## config.mk

```make
export PLATFORM = sky130hd
export DESIGN_NAME = dac_serial_load
export DESIGN_NICKNAME = d
export VERILOG_FILES = /design/src/core/dac_serial_load.v /design/src/core/word_fifo.v
export VERILOG_INCLUDE_DIRS = /design/src /design/src/inc
export SDC_FILE = /design/constraint.sdc
export NUM_CORES = 1
export LEC_CHECK = 0
export BUFFER_PORTS_ARGS = -buffer_cell sky130_fd_sc_hd__buf_4
export CAP_MARGIN = 20
export CORE_MARGIN = 2
export CORE_UTILIZATION = 35
export CTS_CLUSTER_DIAMETER = 80
export DETAILED_ROUTE_END_ITERATION = 10
export GPL_ROUTABILITY_DRIVEN = 0
export PLACE_DENSITY = 0.52
export SKIP_LAST_GASP = 1
export SYNTH_ARGS = -nofsm -noshare
export SYNTH_HDL_FRONTEND = slang
export SYNTH_SLANG_ARGS = --single-unit
export TNS_END_PERCENT = 30
```

## constraint.sdc

```tcl
create_clock -name mclk -period 12 [get_ports mclk]
set_input_delay 1.8 -clock mclk [delete_from_list [all_inputs] [get_ports mclk]]
set_output_delay 1.8 -clock mclk [all_outputs]
set_load 0.005 [all_outputs]
```

## src/inc/dac_serial_map.vh

```
// constants for the quad converter serial load control
`ifndef DAC_SERIAL_MAP_VH
`define DAC_SERIAL_MAP_VH
// ----------------------------------------
// frame layout
// ----------------------------------------
`define FRAME_BITS 24
`define FRAME_CNT_W 5
`define FRAME_LAST 5'd23
`define CHAN_COUNT 4
`define CODE_BITS 14
// ----------------------------------------
// word fields (address in bits 17:16, code left justified in 15:2)
// ----------------------------------------
`define FIELD_ADDR_HI 17
`define FIELD_ADDR_LO 16
`define FIELD_CODE_HI 15
`define FIELD_CODE_LO 2
// ----------------------------------------
// reset values and queue size
// ----------------------------------------
`define ZERO_SCALE_BIN 14'h0000
`define MID_SCALE_BIN 14'h2000
`define FIFO_DEPTH 16
`define FIFO_PTR_W 4
`endif

```

## src/core/dac_serial_load.v

```verilog
// serial input and load control for a four channel converter
// Notes for users
// - pins pass two flip-flops, so each shift clock half period must last three mclk cycles.
// - a word is acted on two or three mclk cycles after its 24th falling edge is seen.
// - the load pin is edge detected behind the same two flip-flops, so its high and low
//   times must each last three mclk cycles as well.
// - the level select pin is read live and picks both the reset level and the coding.
// - the channel outputs are offset binary codes in both coding modes.
// - the word queue drains one word per cycle, so the overflow flag only rises if the
//   drain is ever stalled; a word met by a full queue is lost.
// - a word that meets its own load edge reaches the outputs with that edge.
`timescale 1ns/1ns
`default_nettype none
`include "dac_serial_map.vh"
module dac_serial_load #(
	parameter FIFO_DEPTH = `FIFO_DEPTH
) (
	// clock and reset
	input wire mclk,
	input wire rst_n,
	// serial pins
	input wire frame_sel_n,
	input wire shift_clk,
	input wire data_in,
	// control pins
	input wire if_enable_n,
	input wire reset_level_select,
	input wire load_outputs,
	// channel codes and status
	output reg [`CODE_BITS-1:0] chan_a,
	output reg [`CODE_BITS-1:0] chan_b,
	output reg [`CODE_BITS-1:0] chan_c,
	output reg [`CODE_BITS-1:0] chan_d,
	output wire word_overflow
);
	// ----------------------------------------
	// pin synchronisers
	// ----------------------------------------
	reg [4:0] sync1_reg;
	reg [4:0] sync2_reg;
	// edge detector history
	reg clk_last_reg;
	reg load_last_reg;
	// frame assembly
	reg [`FRAME_BITS-1:0] shift_reg;
	reg [`FRAME_CNT_W-1:0] bit_cnt_reg;
	reg frame_ok_reg;
	wire [`CHAN_COUNT*`CODE_BITS-1:0] out_flat;
	// synchronised pin levels
	wire fs_n;
	wire sck;
	wire din;
	wire en_n;
	wire ld;
	// decoded events
	wire fall;
	wire ld_rise;
	wire active;
	wire last_bit;
	wire [`FRAME_BITS-1:0] word;
	// queue and word fields
	wire [`FRAME_BITS-1:0] head;
	wire head_valid;
	wire in_ready;
	wire [1:0] addr;
	wire [`CODE_BITS-1:0] code_raw;
	wire [`CODE_BITS-1:0] code_bin;
	wire [`CODE_BITS-1:0] rst_code;

	// first stage feeds only the second stage
	// reset values are all high so no pin that idles high looks like a falling edge as reset ends
	always @(posedge mclk) begin
		if (!rst_n) begin
			sync1_reg <= 5'h1f;
			sync2_reg <= 5'h1f;
		end else begin
			sync1_reg <= {load_outputs, if_enable_n, data_in, shift_clk, frame_sel_n};
			sync2_reg <= sync1_reg;
		end
	end
	// named taps of the second stage
	assign fs_n = sync2_reg[0];
	assign sck = sync2_reg[1];
	assign din = sync2_reg[2];
	assign en_n = sync2_reg[3];
	assign ld = sync2_reg[4];

	// ----------------------------------------
	// edge detection
	// ----------------------------------------
	// history resets high: the idle shift clock is high, so no false fall follows reset,
	// and a load pin that sits low after reset only ever shows a falling edge
	always @(posedge mclk) begin
		if (!rst_n) begin
			clk_last_reg <= 1'b1;
			load_last_reg <= 1'b1;
		end else begin
			clk_last_reg <= sck;
			load_last_reg <= ld;
		end
	end
	assign fall = clk_last_reg & ~sck;
	assign ld_rise = ~load_last_reg & ld;
	assign active = ~fs_n & ~en_n;
	assign last_bit = (bit_cnt_reg == `FRAME_LAST);
	assign word = {shift_reg[`FRAME_BITS-2:0], din};

	// ----------------------------------------
	// shift register and frame counter
	// ----------------------------------------
	// a dropped frame select clears the count, so a short frame never lands
	always @(posedge mclk) begin
		if (!rst_n) begin
			shift_reg <= {`FRAME_BITS{1'b0}};
			bit_cnt_reg <= {`FRAME_CNT_W{1'b0}};
			frame_ok_reg <= 1'b1;
		end else if (!active) begin
			// leaving the frame or losing the enable throws the count away
			bit_cnt_reg <= {`FRAME_CNT_W{1'b0}};
			frame_ok_reg <= 1'b1;
		end else if (fall && frame_ok_reg) begin
			// one bit per falling edge, msb first
			shift_reg <= word;
			if (last_bit) begin
				bit_cnt_reg <= {`FRAME_CNT_W{1'b0}};
				frame_ok_reg <= 1'b0; // extra edges ignored until next frame
			end else
				bit_cnt_reg <= bit_cnt_reg + 1'b1;
		end
	end

	// finished words queue here; a full queue drops the word and flags it
	// the channel side pops every cycle, so the queue stays nearly empty; it is kept so
	// a stalled consumer can be added later without touching the frame logic
	word_fifo #(
		.WIDTH(`FRAME_BITS),
		.DEPTH(FIFO_DEPTH),
		.PTR_W(`FIFO_PTR_W)
	) word_fifo_i (
		.mclk(mclk),
		.rst_n(rst_n),
		.in_data(word),
		.in_valid(active & fall & frame_ok_reg & last_bit),
		.in_ready(in_ready),
		.out_data(head),
		.out_valid(head_valid),
		.out_ready(1'b1)
	);
	assign word_overflow = ~in_ready;

	// ----------------------------------------
	// coding and channel registers
	// ----------------------------------------
	// the queue head is consumed in the cycle it appears, so head_valid is a one cycle strobe
	assign addr = head[`FIELD_ADDR_HI:`FIELD_ADDR_LO];
	assign code_raw = head[`FIELD_CODE_HI:`FIELD_CODE_LO];
	// two's complement flips the top bit to reach offset binary
	assign code_bin = reset_level_select ? {~code_raw[`CODE_BITS-1], code_raw[`CODE_BITS-2:0]}
		: code_raw;
	// the select pin is read live, so a change mid run recodes later words only
	assign rst_code = reset_level_select ? `MID_SCALE_BIN : `ZERO_SCALE_BIN;

	genvar ch;
	generate
		for (ch = 0; ch < `CHAN_COUNT; ch = ch + 1) begin : g_chan
			reg [`CODE_BITS-1:0] pend_reg;
			reg [`CODE_BITS-1:0] out_reg;
			wire hit;
			// the head word addresses this channel
			assign hit = head_valid && (addr == ch);
			// reset parks both stages at the chosen level, so an unwritten channel keeps
			// it across later load edges instead of falling to code zero
			always @(posedge mclk) begin
				if (!rst_n) begin
					pend_reg <= rst_code;
					out_reg <= rst_code;
				end else begin
					if (hit)
						pend_reg <= code_bin;
					// a word landing with the load edge is taken straight through
					if (ld_rise)
						out_reg <= hit ? code_bin : pend_reg;
				end
			end
			assign out_flat[ch*`CODE_BITS +: `CODE_BITS] = out_reg;
		end
	endgenerate

	// ----------------------------------------
	// output registers
	// ----------------------------------------
	// outputs hold the reset level while reset is low, then the loaded values; the extra
	// stage costs one cycle of load latency but keeps every output a plain flip-flop
	always @(posedge mclk) begin
		if (!rst_n) begin
			chan_a <= rst_code;
			chan_b <= rst_code;
			chan_c <= rst_code;
			chan_d <= rst_code;
		end else begin
			chan_a <= out_flat[`CODE_BITS-1:0];
			chan_b <= out_flat[2*`CODE_BITS-1:`CODE_BITS];
			chan_c <= out_flat[3*`CODE_BITS-1:2*`CODE_BITS];
			chan_d <= out_flat[4*`CODE_BITS-1:3*`CODE_BITS];
		end
	end
endmodule // dac_serial_load
`default_nettype wire

```

## src/core/word_fifo.v

```verilog
// small synchronous fifo with valid/ready on both sides
`timescale 1ns/1ns
`default_nettype none
module word_fifo #(
	parameter WIDTH = 24,
	parameter DEPTH = 16,
	parameter PTR_W = 4
) (
	input wire mclk,
	input wire rst_n,
	input wire [WIDTH-1:0] in_data,
	input wire in_valid,
	output wire in_ready,
	output reg [WIDTH-1:0] out_data,
	output wire out_valid,
	input wire out_ready
);
	reg [WIDTH-1:0] mem [0:DEPTH-1];
	reg [PTR_W-1:0] wr_ptr_reg;
	reg [PTR_W-1:0] rd_ptr_reg;
	reg [PTR_W:0] count_reg;
	wire push;
	wire pop;

	// ----------------------------------------
	// flags
	// ----------------------------------------
	assign in_ready = (count_reg != DEPTH[PTR_W:0]);
	assign out_valid = (count_reg != {(PTR_W+1){1'b0}});
	assign push = in_valid & in_ready;
	assign pop = out_valid & out_ready;

	// storage and pointers
	always @(posedge mclk) begin
		if (!rst_n) begin
			wr_ptr_reg <= {PTR_W{1'b0}};
			rd_ptr_reg <= {PTR_W{1'b0}};
			count_reg <= {(PTR_W+1){1'b0}};
		end else begin
			if (push) begin
				mem[wr_ptr_reg] <= in_data;
				wr_ptr_reg <= wr_ptr_reg + 1'b1;
			end
			if (pop)
				rd_ptr_reg <= rd_ptr_reg + 1'b1;
			if (push && !pop)
				count_reg <= count_reg + 1'b1;
			else if (pop && !push)
				count_reg <= count_reg - 1'b1;
		end
	end

	// head word; data output is an unregistered read of the storage array
	always @* begin
		out_data = mem[rd_ptr_reg];
	end
endmodule // word_fifo
`default_nettype wire

```

==> results.py <==
metrics = {
    "logic_synthesis": {
        "synthCells": 974,
        "synth_seq_cells": 476,
        "ys_seq_area_frac": 0.7479,
        "syn_area_sq_um": 16920,
        "avgSynthCellArea_sq_um": 17.37,
        "syn_nets": 993,
        "yosys_warnings": 0,
        "ys_types": 45,
        "synthTopCellsByArea": "edfxtp_1 (55%), dfxtp_1 (19%), mux4_2 (10%), mux2i_1 (3.1%), and2_1 (2.1%)",
        "synthFlopType": "edfxtp_1",
        "synth_edf_count": 312,
        "async_flop_share": 0,
        "synth_top_area_cell": "edfxtp_1",
        "synth_top_area_frac": 0.5538,
    },
    "power_and_ir_drop": {
        "combPwrFrac": 0.184,
        "powerDensity_nw_per_um2": 210.9,
        "power_switching_mw": 1.057,
        "swShare": 0.2550,
        "power_mw": 4.144,
        "irDropWorstVdd_mv": 0.1054,
        "p_int_mw": 3.088,
        "leakagePower_nw": 6.852,
        "pwr-share-clk": 0.342,
        "p_seq_frac": 0.474,
    },
    "timing": {
        "finalMaxSlewViolations": 0,
        "relSlewSlack": 0.2713,
        "fin_crit_ns": 4.128,
        "worstMarginPinSlew_ns": 1.090,
        "finalHoldViolCount": 0,
        "skew_ns": 0.01974,
        "fin_setup_tns_ns": 0,
        "rsz0062_at_grt": "false",
        "fmax_ghz": 0.2423,
        "setup_violations": 0,
        "finalCritPeriodShare": 0.3440,
    },
    "global_routing": {
        "grt_start_max_net_pins": 84,
        "antenna_found_initial": 0,
        "gr-total-overflow": 0,
        "grt_pass1_vias": 8448,
        "grt_usage": 0.1372,
        "grt_first_pass_wirelength_um": 51980,
    },
    "critical_path": {
        "worstPathRequired_ns": 12.30,
        "crit_arrival_ns": 4.43,
        "r2r_slack_ns": 7.87,
        "worstPathMaxFanout": 39,
        "cp-start-kind": "register",
        "reg2reg_to": "g_chan[1].out_reg[13]",
        "worstSetupPathType": "reg2reg",
        "rr_worst_depth": 6,
        "cp-end-kind": "register",
    },
    "routing": {
        "drc": 0,
        "finalWirelength_um": 33550,
        "viasPerCell": 4.763,
        "vias": 8168,
        "wire_per_inst_um": 19.56,
        "drt-initial-drc-count": 645,
        "ant_nets": 0,
        "drt-pass1-iter-count": 4,
    },
    "min_path": {
        "min_path_cells": 1,
        "min_to": "sync2_reg[4]",
        "hold_class": "reg2reg",
        "hp-start": "sync1_reg[4]",
    },
    "die": {
        "start_util": 0.3543,
        "die_y_um": 223.8,
        "ios": 65,
        "die_x_um": 223.8,
        "design.core.area_sq_um": 47750,
        "dieArea_sq_um": 50110,
        "row_count": 80,
    },
    "clocking": {
        "clockBufferDepth": 3,
        "cts_resized": 0,
        "cts_tree": "built",
        "cts_hold_buffers": 0,
        "clock_latency_ns": 0.57,
        "clock-root-buffer": "clkbuf_16",
        "clk_pin_slew_ns": 0.06,
        "postCtsSetupBuffers": 0,
        "cts_sinks": 476,
        "numCtsBuffers": 47,
        "h-tree-depth": 2,
    },
    "cells_and_area": {
        "largest_register_ffs": 256,
        "fin_nets": 1080,
        "drive_gt1_frac": 0.2218,
        "fillers": 4234,
        "diodes": 0,
        "fin_area_sq_um": 19650,
        "syn_to_final_growth_pct": 16.16,
    },
    "run_status": {
        "status": "finished clean",
    },
    "run": {
        "maxCapViolations": 0,
    },
    "placement": {
        "dpl.hpwl_um": 20620,
        "dpl_cell_area_sq_um": 18150,
        "io_buffers": 64,
    },
}
[worst max-delay path by stage]
stage               startpoint                     to  slack (ns)  cells past startpoint
global route          register  g_chan[1].out_reg[13]        7.60                      6
floorplan                rst_n   g_chan[0].out_reg[0]        7.01                      3
detailed placement    register  g_chan[1].out_reg[13]        7.76                      6
global placement      register  g_chan[1].out_reg[13]        7.83                      6
CTS                   register  g_chan[1].out_reg[13]        7.75                      6
finish                register  g_chan[1].out_reg[13]        7.87                      6
[metrics by stage]
stage / hold WS [ns] / instances / setup slack (ns) / utilization
after floorplan: 0.3863 / 974 / 7.007 / -
after global placement: 0.3962 / 1627 / 7.832 / 0.3802
after detailed placement: 0.3943 / 1627 / 7.760 / 0.3802
after CTS: 0.4112 / 1715 / 7.755 / 0.4116
after global routing: 0.4253 / 1715 / 7.602 / 0.4116
final: 0.4068 / 1715 / 7.872 / 0.4116
[placed cells by master, fill, tap and decap left out, types with 2 or more instances in the layout]
cell type / n
a21boi_0: 2
clkbuf_8: 7
mux4_2: 78
ha_1: 10
a22o_1: 2
clkbuf_1: 24
a21oi_1: 29
or3_1: 2
inv_1: 5
clkinv_2: 3
xnor2_1: 5
nor2_1: 80
nor3_2: 4
mux2i_1: 53
buf_4: 84
clkbuf_16: 49
nand3_1: 6
nand4_1: 3
xor2_1: 6
nor2b_1: 3
o21ai_0: 3
nand2_1: 59
a311o_1: 2
nand2b_1: 14
dfxtp_1: 162
edfxtp_1: 312
nor2_2: 6
and2_1: 56
inv_6: 2
a22oi_1: 4
[critical path, cell delays in order, from the launching register on]
cell	delay (ns)
dfxtp_2	0.67
buf_4	0.61
mux4_2	0.59
mux4_2	0.60
a211oi_4	0.92
nor2_1	0.10
or3_1	0.35
[area by class of cell]
type	instances	area, sq um	area share
Timing Repair Buffer	84	630.6	0.03209
Clock buffer	80	1413	0.07189
Inverter	6	22.52	0.001146
Tap cell	615	769.5	0.03916
Multi-Input combinational cell	446	4075	0.2074
Clock inverter	8	82.58	0.004202
Sequential cell	476	12660	0.6441
[routing by layer]
metal / routed length, um / GRT usage
met3: 1750 / 0.02768
met5: 0 / 0
met1: 15710 / 0.1900
met4: 729 / 0.04194
met2: 15360 / 0.2190
[synth_stat cells (4+ instances only)]
cell	number
xnor2_1	5
inv_1	6
edfxtp_1	312
nor2_1	86
mux2i_1	53
nand2_1	59
dfxtp_1	164
ha_1	10
mux4_2	78
clkbuf_1	31
nand2b_1	14
and2_1	56
xor2_1	6
nand3_1	6
a21oi_1	29
o21ai_0	4
a22oi_1	4
buf_2	8
nor3_1	5
[power by group through the flow]
stage,Sequential [mW],Combinational [mW],Clock (mW)
3_5_place_dp,2.00,0.781,0
5_1_grt,1.98,0.834,1.52
4_1_cts,1.97,0.784,1.46
3_3_place_gp,2.00,0.771,0
2_1_floorplan,1.96,0.586,0
6_report,1.96,0.764,1.42
[logic make-up after synthesis]
| kind of cell | share of synthesized area |
|---|---|
| xor gates and xnor gates | 0.005695 |
| adders and majority gates | 0.008580 |
| buffers and inverters | 0.01390 |
| muxes | 0.1352 |
| and+or+nand+nor | 0.06960 |
| AOI/OAI and AO/OA | 0.01908 |
| DFF | 0.7479 |
(Power assumes the default switching activity.)
